**src/atp_pkg.sv**
```systemverilog
// constants, command kinds and decode shared by both ends of the port link
// assumes a 250 MHz core clock; the link clock is derived by the device end
package atp_pkg;
	// register offsets
	localparam logic [7:0] REG_STATUS = 8'h00;
	localparam logic [7:0] REG_COMMAND = 8'h04;
	localparam logic [7:0] REG_CONTROL = 8'h08;
	localparam logic [7:0] REG_ACCEPT_CNT = 8'h0c;
	localparam logic [7:0] REG_REJECT_CNT = 8'h10;
	localparam logic [7:0] REG_SNOOP_CNT = 8'h14;
	localparam logic [7:0] REG_FW_DATA = 8'h18;
	localparam logic [7:0] REG_BYTES = 8'h1c;
	// field positions
	localparam int STAT_MODE30_BIT = 3;
	localparam int STAT_LOCK_BIT = 4;
	localparam int CMD_FW_EN_BIT = 4;
	localparam int CMD_PORT_EN_BIT = 5;
	localparam int CTL_PCI66_BIT = 0;
	localparam int CTL_LAT_LSB = 4;
	// reset values and rate capabilities
	localparam logic [7:0] COMMAND_RST = 8'h00;
	localparam logic [7:0] CONTROL_RST = 8'h00;
	localparam logic [2:0] RATE_CAP_20 = 3'h5; // 1X and 4X, no 2X
	localparam logic [2:0] RATE_CAP_30 = 3'h3; // 4X and 8X
	// bytes per link clock at each rate, and throttle block length
	localparam logic [5:0] BYTES_1X = 6'h04;
	localparam logic [5:0] BYTES_4X = 6'h10;
	localparam logic [5:0] BYTES_8X = 6'h20;
	localparam int BLOCK_CLOCKS = 4;
	// data latency limits in link clocks
	localparam logic [4:0] LAT_LIMIT_STD = 5'h08;
	localparam logic [4:0] LAT_LIMIT_PCI66 = 5'h10;
	// link clock timing: core period and link half period
	localparam int CORE_PERIOD_NS = 4;
	localparam int LINK_HALF_NS = 8;
	localparam int LINK_HALF_CYC = (LINK_HALF_NS + CORE_PERIOD_NS - 1)
		/ CORE_PERIOD_NS;
	// delivery path of a request
	localparam logic [1:0] PATH_PIPE = 2'h0;
	localparam logic [1:0] PATH_SBA = 2'h1;
	localparam logic [1:0] PATH_FRAME = 2'h2;

	typedef enum logic [2:0] {
		K_READ, K_WRITE, K_FLUSH, K_FENCE, K_RSVD
	} atp_kind_t;

	// command decode per signalling mode
	function automatic atp_kind_t atp_decode(input logic mode30,
		input logic [3:0] code);
		atp_kind_t k;
		k = K_RSVD;
		case (code)
			4'h0: k = K_READ;
			4'h1: k = mode30 ? K_RSVD : K_READ;
			4'h4: k = K_WRITE;
			4'h5: k = mode30 ? K_RSVD : K_WRITE;
			4'h8, 4'h9: k = mode30 ? K_RSVD : K_READ;
			4'ha: k = K_FLUSH;
			4'hc: k = K_FENCE;
			default: k = K_RSVD; // 1101 and the rest
		endcase
		return k;
	endfunction

	// isoch and align codes that the card must not send in 3.0
	function automatic logic atp_unsupported30(input logic [3:0] code);
		return code == 4'h3 || code == 4'h6 || code == 4'h7 ||
			code == 4'he;
	endfunction
endpackage

```
**src/atp_link_if.sv**
```systemverilog
// link wires between the device end and the graphics card end
// assumes both ends sit on the same core clock in the bench
`timescale 1ns/1ns
interface atp_link_if;
	logic link_clk;
	logic req_pin;
	logic [1:0] path;
	logic [3:0] cmd_pin;
	logic [31:0] addr;
	logic [31:0] wdata;
	logic ack_pin;
	logic ok;
	logic [31:0] rdata;
	logic fw_tgl;
	logic [31:0] fw_data;

	modport dev (output link_clk, output ack_pin, output ok,
		output rdata, output fw_tgl, output fw_data,
		input req_pin, input path, input cmd_pin, input addr,
		input wdata);
	modport card (input link_clk, input ack_pin, input ok,
		input rdata, input fw_tgl, input fw_data,
		output req_pin, output path, output cmd_pin, output addr,
		output wdata);
endinterface

```
**src/atp_dev.sv**
```systemverilog
// device end: graphics-port target with an axi4-lite register slave
// assumes card pins are asynchronous; link_clk is made here by a divider
`timescale 1ns/1ns
module atp_dev import atp_pkg::*; #(
	parameter int MEM_DEPTH = 16
) (
	input wire logic aclk,
	input wire logic aresetn,
	input wire logic power_good,
	input wire logic mode30_detect,
	input wire logic [7:0] s_awaddr,
	input wire logic s_awvalid,
	output logic s_awready,
	input wire logic [31:0] s_wdata,
	input wire logic [3:0] s_wstrb,
	input wire logic s_wvalid,
	output logic s_wready,
	output logic [1:0] s_bresp,
	output logic s_bvalid,
	input wire logic s_bready,
	input wire logic [7:0] s_araddr,
	input wire logic s_arvalid,
	output logic s_arready,
	output logic [31:0] s_rdata,
	output logic [1:0] s_rresp,
	output logic s_rvalid,
	input wire logic s_rready,
	output logic wbuf_snoop,
	output logic proc_snoop,
	atp_link_if.dev link
);
	localparam int SW = 71;
	localparam int AW = $clog2(MEM_DEPTH);
	typedef enum {D_IDLE, D_WAIT, D_HOLD} atp_dstate_t;

	logic [SW-1:0] s1_r;
	logic [SW-1:0] s2_r;
	logic [1:0] pg_r;
	logic [1:0] det_r;
	logic pg_d_r;
	logic mode30_r;
	logic [7:0] command_r;
	logic [7:0] control_r;
	logic lock_r;
	logic [31:0] acc_cnt_r;
	logic [31:0] rej_cnt_r;
	logic [31:0] snoop_cnt_r;
	logic [31:0] bytes_r;
	logic [31:0] mem_r [MEM_DEPTH];
	atp_dstate_t st_r;
	logic [4:0] lat_r;
	logic is_wr_r;
	logic [$clog2(LINK_HALF_CYC+1)-1:0] div_r;
	logic lfall;
	logic aw_h_r;
	logic w_h_r;
	logic [7:0] awaddr_r;
	logic [31:0] wdat_r;
	logic [3:0] wstrb_r;
	logic wr_go;
	logic req;
	logic [3:0] code;
	logic [1:0] path;
	logic [AW-1:0] widx;
	atp_kind_t kind;
	logic pci66;
	logic [4:0] lat_need;
	logic [4:0] lat_lim;
	logic [5:0] bpc;
	logic [31:0] status;

	// card pins and straps pass two flops before any logic
	always_ff @(posedge aclk) begin
		if (!aresetn) begin
			s1_r <= '0;
			s2_r <= '0;
			pg_r <= '0;
			det_r <= '0;
		end else begin
			s1_r <= {link.req_pin, link.path, link.cmd_pin, link.addr,
				link.wdata};
			s2_r <= s1_r;
			pg_r <= {pg_r[0], power_good};
			det_r <= {det_r[0], mode30_detect};
		end
	end

	// mode strap caught on the rising edge of power good
	always_ff @(posedge aclk) begin
		if (!aresetn) begin
			pg_d_r <= 1'b0;
			mode30_r <= 1'b0;
		end else begin
			pg_d_r <= pg_r[1];
			if (pg_r[1] && !pg_d_r)
				mode30_r <= det_r[1];
		end
	end

	// polarity follows the mode; command pins are inverted in 3.0
	assign req = mode30_r ? s2_r[70] : ~s2_r[70];
	assign code = mode30_r ? ~s2_r[67:64] : s2_r[67:64];
	assign path = s2_r[69:68];
	assign widx = s2_r[32+AW-1:32];
	assign kind = atp_decode(mode30_r, code);
	assign pci66 = control_r[CTL_PCI66_BIT];
	assign lat_need = {1'b0, control_r[CTL_LAT_LSB+3:CTL_LAT_LSB]};
	assign lat_lim = pci66 ? LAT_LIMIT_PCI66 : LAT_LIMIT_STD;

	// rate choice: 2X never honoured, 8X only in 3.0
	always_comb begin
		bpc = mode30_r ? BYTES_4X : BYTES_1X;
		if (mode30_r && command_r[1])
			bpc = BYTES_8X;
		else if (!mode30_r && command_r[2])
			bpc = BYTES_4X;
	end

	assign status = {27'h0, lock_r, mode30_r,
		mode30_r ? RATE_CAP_30 : RATE_CAP_20};

	// link clock divider; answers to the card change on the falling phase
	always_ff @(posedge aclk) begin
		if (!aresetn) begin
			div_r <= '0;
			link.link_clk <= 1'b0;
		end else if (div_r == LINK_HALF_CYC[$bits(div_r)-1:0] - 1'b1) begin
			div_r <= '0;
			link.link_clk <= ~link.link_clk;
		end else begin
			div_r <= div_r + 1'b1;
		end
	end
	assign lfall = link.link_clk &&
		div_r == LINK_HALF_CYC[$bits(div_r)-1:0] - 1'b1;

	// target only: this end answers requests and never starts one
	// no ordering between priority classes, each served on arrival
	always_ff @(posedge aclk) begin
		if (!aresetn) begin
			st_r <= D_IDLE;
			lat_r <= '0;
			is_wr_r <= 1'b0;
			link.ack_pin <= 1'b1;
			link.ok <= 1'b0;
			link.rdata <= '0;
		end else if (!lock_r && link.ack_pin == mode30_r) begin
			link.ack_pin <= ~mode30_r; // idle level tracks mode
		end else if (lfall) begin
			case (st_r)
				D_IDLE: if (req && command_r[CMD_PORT_EN_BIT]) begin
					lat_r <= '0;
					is_wr_r <= kind == K_WRITE;
					if (kind == K_RSVD ||
						(pci66 && path != PATH_FRAME)) begin
						link.ok <= 1'b0;
						link.ack_pin <= mode30_r;
						st_r <= D_HOLD;
					end else if (kind == K_READ || kind == K_WRITE) begin
						st_r <= D_WAIT;
					end else begin
						link.ok <= 1'b1;
						link.ack_pin <= mode30_r;
						st_r <= D_HOLD;
					end
				end
				D_WAIT: begin
					lat_r <= lat_r + 1'b1;
					if (lat_r >= lat_need || lat_r >= lat_lim) begin
						link.ok <= lat_r >= lat_need;
						link.rdata <= mem_r[widx];
						link.ack_pin <= mode30_r;
						st_r <= D_HOLD;
					end
				end
				D_HOLD: if (!req) begin
					link.ack_pin <= ~mode30_r;
					st_r <= D_IDLE;
				end
				default: st_r <= D_IDLE;
			endcase
		end
	end

	// memory written only by accepted writes that met the latency limit
	always_ff @(posedge aclk) begin
		// an answer exactly at the limit is accepted and stored only if lat_need equals it
		if (lfall && st_r == D_WAIT && is_wr_r && lat_r >= lat_need)
			mem_r[widx] <= s2_r[31:0];
	end

	// counters and snoop pulses; no lock or error pins exist
	always_ff @(posedge aclk) begin
		if (!aresetn) begin
			acc_cnt_r <= '0;
			rej_cnt_r <= '0;
			snoop_cnt_r <= '0;
			bytes_r <= '0;
			wbuf_snoop <= 1'b0;
			proc_snoop <= 1'b0;
		end else begin
			wbuf_snoop <= 1'b0;
			proc_snoop <= 1'b0;
			if (lfall && st_r == D_IDLE && req &&
				command_r[CMD_PORT_EN_BIT]) begin
				if (kind == K_RSVD || (pci66 && path != PATH_FRAME)) begin
					rej_cnt_r <= rej_cnt_r + 1'b1;
				end else begin
					acc_cnt_r <= acc_cnt_r + 1'b1; // any path
					if (path != PATH_FRAME) begin
						wbuf_snoop <= 1'b1;
						snoop_cnt_r <= snoop_cnt_r + 1'b1;
					end else if (kind == K_READ || kind == K_WRITE) begin
						proc_snoop <= 1'b1;
					end
					if (kind == K_READ || kind == K_WRITE)
						bytes_r <= bytes_r + 32'(bpc) * BLOCK_CLOCKS;
				end
			end
		end
	end

	// axi write side: address and data taken in either order
	assign wr_go = aw_h_r && w_h_r && !s_bvalid;
	always_ff @(posedge aclk) begin
		if (!aresetn) begin
			aw_h_r <= 1'b0;
			w_h_r <= 1'b0;
			awaddr_r <= '0;
			wdat_r <= '0;
			wstrb_r <= '0;
			s_awready <= 1'b0;
			s_wready <= 1'b0;
			s_bvalid <= 1'b0;
			s_bresp <= 2'h0;
		end else begin
			s_awready <= !aw_h_r && !(s_awvalid && s_awready);
			s_wready <= !w_h_r && !(s_wvalid && s_wready);
			if (s_awvalid && s_awready) begin
				aw_h_r <= 1'b1;
				awaddr_r <= s_awaddr;
			end
			if (s_wvalid && s_wready) begin
				w_h_r <= 1'b1;
				wdat_r <= s_wdata;
				wstrb_r <= s_wstrb;
			end
			if (wr_go) begin
				aw_h_r <= 1'b0;
				w_h_r <= 1'b0;
				s_bvalid <= 1'b1;
				s_bresp <= (awaddr_r == REG_COMMAND ||
					awaddr_r == REG_CONTROL ||
					awaddr_r == REG_FW_DATA) ? 2'h0 : 2'h2;
			end else if (s_bvalid && s_bready) begin
				s_bvalid <= 1'b0;
			end
		end
	end

	// writable registers; data rate is taken once then frozen
	always_ff @(posedge aclk) begin
		if (!aresetn) begin
			command_r <= COMMAND_RST;
			control_r <= CONTROL_RST;
			lock_r <= 1'b0;
		end else if (wr_go && wstrb_r[0]) begin
			if (awaddr_r == REG_COMMAND) begin
				command_r[7:3] <= wdat_r[7:3];
				if (!lock_r) begin
					command_r[2:0] <= wdat_r[2:0];
					lock_r <= 1'b1; // later rate writes dropped
				end
			end
			if (awaddr_r == REG_CONTROL)
				control_r <= wdat_r[7:0];
		end
	end

	// fast write: core pushes a word to the card by toggle
	always_ff @(posedge aclk) begin
		if (!aresetn) begin
			link.fw_tgl <= 1'b0;
			link.fw_data <= '0;
		end else if (wr_go && awaddr_r == REG_FW_DATA &&
			command_r[CMD_FW_EN_BIT] && command_r[CMD_PORT_EN_BIT]) begin
			link.fw_tgl <= ~link.fw_tgl; // hub-to-port write
			link.fw_data <= wdat_r;
		end
	end

	// axi read side; unmapped offsets answer slverr with zero
	always_ff @(posedge aclk) begin
		if (!aresetn) begin
			s_arready <= 1'b0;
			s_rvalid <= 1'b0;
			s_rdata <= '0;
			s_rresp <= 2'h0;
		end else begin
			s_arready <= !s_rvalid && !(s_arvalid && s_arready);
			if (s_arvalid && s_arready) begin
				s_rvalid <= 1'b1;
				s_rresp <= 2'h0;
				case (s_araddr)
					REG_STATUS: s_rdata <= status;
					REG_COMMAND: s_rdata <= {24'h0, command_r};
					REG_CONTROL: s_rdata <= {24'h0, control_r};
					REG_ACCEPT_CNT: s_rdata <= acc_cnt_r;
					REG_REJECT_CNT: s_rdata <= rej_cnt_r;
					REG_SNOOP_CNT: s_rdata <= snoop_cnt_r;
					REG_BYTES: s_rdata <= bytes_r;
					default: begin
						s_rdata <= '0;
						s_rresp <= 2'h2;
					end
				endcase
			end else if (s_rvalid && s_rready) begin
				s_rvalid <= 1'b0;
			end
		end
	end
endmodule

```
**src/flat_wrapper.sv**
```systemverilog
// flat-port wrapper written by rule: the top's interface ports become plain ports
module atp_dev_flat import atp_pkg::*;
#(
	parameter int MEM_DEPTH = 16
)
  (aclk, aresetn, power_good, mode30_detect, s_awaddr, s_awvalid, s_awready, s_wdata, s_wstrb, s_wvalid, s_wready, s_bresp, s_bvalid, s_bready, s_araddr, s_arvalid, s_arready, s_rdata, s_rresp, s_rvalid, s_rready, wbuf_snoop, proc_snoop, link_link_clk, link_ack_pin, link_ok, link_rdata, link_fw_tgl, link_fw_data, link_req_pin, link_path, link_cmd_pin, link_addr, link_wdata);
  atp_link_if link_i ();
  input wire logic aclk;
  input wire logic aresetn;
  input wire logic power_good;
  input wire logic mode30_detect;
  input wire logic [7:0] s_awaddr;
  input wire logic s_awvalid;
  output logic s_awready;
  input wire logic [31:0] s_wdata;
  input wire logic [3:0] s_wstrb;
  input wire logic s_wvalid;
  output logic s_wready;
  output logic [1:0] s_bresp;
  output logic s_bvalid;
  input wire logic s_bready;
  input wire logic [7:0] s_araddr;
  input wire logic s_arvalid;
  output logic s_arready;
  output logic [31:0] s_rdata;
  output logic [1:0] s_rresp;
  output logic s_rvalid;
  input wire logic s_rready;
  output logic wbuf_snoop;
  output logic proc_snoop;
  output wire logic [$bits(link_i.link_clk)-1:0] link_link_clk;
  output wire logic [$bits(link_i.ack_pin)-1:0] link_ack_pin;
  output wire logic [$bits(link_i.ok)-1:0] link_ok;
  output wire logic [$bits(link_i.rdata)-1:0] link_rdata;
  output wire logic [$bits(link_i.fw_tgl)-1:0] link_fw_tgl;
  output wire logic [$bits(link_i.fw_data)-1:0] link_fw_data;
  input wire logic [$bits(link_i.req_pin)-1:0] link_req_pin;
  input wire logic [$bits(link_i.path)-1:0] link_path;
  input wire logic [$bits(link_i.cmd_pin)-1:0] link_cmd_pin;
  input wire logic [$bits(link_i.addr)-1:0] link_addr;
  input wire logic [$bits(link_i.wdata)-1:0] link_wdata;
  assign link_link_clk = link_i.link_clk;
  assign link_ack_pin = link_i.ack_pin;
  assign link_ok = link_i.ok;
  assign link_rdata = link_i.rdata;
  assign link_fw_tgl = link_i.fw_tgl;
  assign link_fw_data = link_i.fw_data;
  assign link_i.req_pin = link_req_pin;
  assign link_i.path = link_path;
  assign link_i.cmd_pin = link_cmd_pin;
  assign link_i.addr = link_addr;
  assign link_i.wdata = link_wdata;
  atp_dev #(.MEM_DEPTH(MEM_DEPTH)) u_core (.aclk(aclk), .aresetn(aresetn), .power_good(power_good), .mode30_detect(mode30_detect), .s_awaddr(s_awaddr), .s_awvalid(s_awvalid), .s_awready(s_awready), .s_wdata(s_wdata), .s_wstrb(s_wstrb), .s_wvalid(s_wvalid), .s_wready(s_wready), .s_bresp(s_bresp), .s_bvalid(s_bvalid), .s_bready(s_bready), .s_araddr(s_araddr), .s_arvalid(s_arvalid), .s_arready(s_arready), .s_rdata(s_rdata), .s_rresp(s_rresp), .s_rvalid(s_rvalid), .s_rready(s_rready), .wbuf_snoop(wbuf_snoop), .proc_snoop(proc_snoop), .link(link_i));
endmodule
```
**config.mk**
```make
export PLATFORM = sky130hd
export DESIGN_NAME = atp_dev_flat
export DESIGN_NICKNAME = d
export VERILOG_FILES = /design/src/atp_pkg.sv /design/src/atp_link_if.sv /design/src/atp_dev.sv /design/src/flat_wrapper.sv
export SDC_FILE = /design/constraint.sdc
export NUM_CORES = 1
export LEC_CHECK = 0
export BUFFER_PORTS_ARGS = -buffer_cell sky130_fd_sc_hd__buf_2
export CAP_MARGIN = 20
export CORE_MARGIN = 2
export CORE_UTILIZATION = 45
export DETAILED_ROUTE_END_ITERATION = 8
export GPL_TIMING_DRIVEN = 0
export PLACE_DENSITY = 0.7
export RECOVER_POWER = 50
export SLEW_MARGIN = 20
export SYNTH_ARGS = -nofsm -noshare
export SYNTH_HDL_FRONTEND = slang
export SYNTH_SLANG_ARGS = --single-unit
```
**constraint.sdc**
```tcl
create_clock -name aclk -period 13.4 [get_ports aclk]
set_input_delay 0.67 -clock aclk [delete_from_list [all_inputs] [get_ports aclk]]
set_output_delay 0.67 -clock aclk [all_outputs]
set_load 0.02 [all_outputs]
```
==> reports/summary.txt <==
status -> complete, no violations
I/O Pins -> 243
Routed Antenna Nets -> 0
Layout area overhead -> 17.3%
Post-synth EDFFs -> 512
xor/xnor share of the synthesized area -> 1.58%
clock sink count -> 907
Synth Area in Adders -> 0.563%
max-slew violations -> 0
share of the synthesized area in the top cell type -> 43.2%
hold_buf cts -> 0
register area -> 23,300 sq um
Yosys warnings -> 0
H-Tree Depth -> 3
total routed wirelength -> 97,000 um
Die Area -> 81,300 sq um
fillers -> 6,456
Cells after Synth -> 2,601
Top cell by count, worst path -> clkbuf_1
hold crit path type -> input port to flop
Setup CP Type -> flop to flop
largest net degree at the start of global routing -> 20
HPWL after detailed placement -> 65,900 um
crit-path max cell delay -> 770 ps
CTS tree -> built
Die H -> 285 um
post-route cell area -> 41,700 sq um
clk_skew -> 42.0 ps
dominant synthesized flop cell -> edfxtp_1
Period Utilization, post-route -> 28.5%
initial antenna violation count -> 2
max_cap viols -> 0
met1 global-route usage -> 29.6%
Via density -> 5.79
Worst-Skew Late Latency -> 660 ps
clock-pin slew on the worst setup and hold paths -> 60 ps
footprint of the multi-input gates -> 11,600 sq um
post-synthesis cell area -> 35,600 sq um
hold path start -> link_addr[0]
vias in the first global route -> 23,300
Final Hold Vio Count -> 0
DR iter-0 viols -> 2,489
routed length per instance -> 23.9 um
Layout Nets -> 3,087
grt total ovfl -> 0
drt drc -> 0
CP max FO -> 17
slowest CP cell -> nor2_4
met2 usage -> 40.9%
CTS Buf Count -> 90
Post-Route Setup TNS -> 0 ps
CTS max path bufs -> 3
met3 Use GR -> 4.02%
post-synthesis mux area share -> 11.7%
Worst setup startpoint -> u_core.s2_r[33]
Critical Path Source Type -> flop
post_cts resized -> 0
Vias -> 23,500
Max Clk Rate -> 262 MHz
Peak VDD IR -> 151 uV
synth unique cells -> 67
first-pass GRT wire length -> 144,000 um
Slew Limit Headroom -> 15.7%
core area -> 78,600 sq um
Slew @ Worst Pin -> 1250 ps
Required @ worst endpoint -> 13,750 ps
RR Startpoint -> u_core.s2_r[33]
Leak -> 0.0136 uW
asr flop ratio synth -> 0%
I/O Buffers -> 206
layout cells sized above 1 -> 16.6%
CP arrival -> 4170 ps
leading area contributor after synthesis -> edfxtp_1
first-pass iteration count of the detailed router -> 6
RSZ-0062 raised after global routing -> no
RD Place Congestion -> 0.927
Setup-failing EPs final -> 0
largest family of logic cells by synthesized area -> multiplexers
Cell Chain, Critical Path -> clkbuf_1 -> clkbuf_1 -> clkbuf_1 -> nand2_1 -> nor2_4 -> buf_16
P per Cell Area -> 139 nW/um^2
GRT Max-Usage Layer -> met2
clk root buf -> clkbuf_16
post-synthesis simple-gate area fraction -> 11.6%
FP Rows -> 103
Placement Cell Area -> 38,700 sq um
post-CTS setup buffer count -> 0
Die X -> 285 um
CP Capture Type -> flop
synthesized area per cell -> 13.7 sq um
register bit total from synthesis -> 907
min Tclk post-route -> 3820 ps
GRT Util Overall -> 23.4%
Initial Util -> 45.2%
register area share after synthesis -> 65.5%
ranking of synthesized cells by area -> edfxtp_1 43%, dfxtp_1 22%, mux4_2 10%
compound-cell area share of the yosys netlist -> 6.90%
layout make-up:
class                           instances  area share, %
Sequential cell                       907           55.8
Multi-Input combinational cell       1499           27.8
Clock buffer                          117           6.06
Timing Repair Buffer                  245           3.77
Tap cell                             1050           3.15
Buffer                                161           1.57
Clock inverter                         49           1.46
Inverter                               35          0.315
Antenna cell                            2         0.0120
stage by stage:
stage | setup slack (ps) | cells | hold WS, ps | utilization, % | total power, uW
2_1_floorplan | 9000 | 2602 | 398 | - | 3140
3_3_place_gp | 5770 | 3858 | 409 | 48.2 | 3210
3_5_place_dp | 9720 | 3897 | 414 | 49.2 | 3220
4_1_cts | 9640 | 4063 | 187 | 53.2 | 5830
5_1_grt | 9480 | 4064 | 199 | 53.0 | 5950
6_report | 9580 | 4065 | 215 | 53.0 | 5800
power by group:
| group | leakage (uW) | switching (uW) | internal [uW] |
|---|---|---|---|
| clock network | 0.00154 | 1090 | 1550 |
| logic | 0.00412 | 109 | 71.5 |
| registers | 0.00791 | 25.5 | 2950 |
registers in the layout, summed over array words and instances, names as in the netlist, 32 cells and up:
register / count
u_core.mem_r: 512
u_core.s2_r: 43
u_core.s_rdata: 32
u_core.acc_cnt_r: 32
u_core.link.fw_data: 32
u_core.snoop_cnt_r: 32
u_core.s1_r: 43
u_core.wdat_r: 32
u_core.link.rdata: 32
u_core.rej_cnt_r: 32
cell families (layout without fill, tap and decap cells):
family / Yosys count / count (layout)
compound gates: 377 / 377
xor+xnor: 64 / 64
fa+ha+maj: 16 / 16
buf+inv: 196 / 607
flops: 907 / 907
mux: 213 / 213
other cells: 1 / 4
simple gates: 827 / 827
critical path: cells and delay by family (launching register included):
family        cells  cell delay [ps]
buf+inv           4             1950
simple gates      2             1230
flops             1              300
final timing paths:
| kind | cells past startpoint | endpoint | slack, ps |
|---|---|---|---|
| hold reg to reg | 1 | u_core.div_r[0] | 420 |
| setup reg to reg | 6 | u_core.mem_r[15][31] | 9580 |
| hold / removal | 2 | u_core.s1_r[32] | 210 |
| setup / recovery | 6 | u_core.mem_r[15][31] | 9580 |
cells in the mapped netlist (all sizes together) (5+ instances only):
cell / n
a211oi: 18
dfxtp: 395
a22o: 26
ha: 16
xor2: 18
a2111oi: 12
edfxtp: 512
o21ai: 56
mux4: 162
a21oi: 155
o41ai: 15
o31ai: 9
and2: 109
or3: 13
nand4: 48
o311ai: 15
and4: 14
mux2i: 51
and3: 23
xnor2: 46
nor3: 17
nor2b: 6
nor2: 121
inv: 33
or4: 9
buf: 28
clkbuf: 133
a221oi: 31
nor4: 24
o22ai: 5
or2: 5
nand3: 59
nand2b: 51
a22oi: 5
nand3b: 5
nand2: 316
layout by cell type, fill, tap and decap left out, types with 31 or more instances in the layout:
master,synthesis,routed
nand3_1,59,59
nand2b_1,51,51
clkbuf_16,0,91
xnor2_1,46,46
a221oi_1,31,31
nor2_1,121,109
mux4_2,162,162
clkbuf_1,133,253
edfxtp_1,512,512
nand4_1,47,47
mux2i_1,51,51
o21ai_0,50,50
inv_1,33,33
and2_0,1,45
and2_1,108,64
nand2_1,316,316
a21oi_1,155,155
buf_2,12,107
dfxtp_1,395,395
per-layer routing:
metal	up-vias	part of all wire [%]
met5	-	0
met4	0	3.0
met3	188	7.6
met2	1163	51
met1	11700	39
li1	10500	-
(Power assumes the default switching activity.)
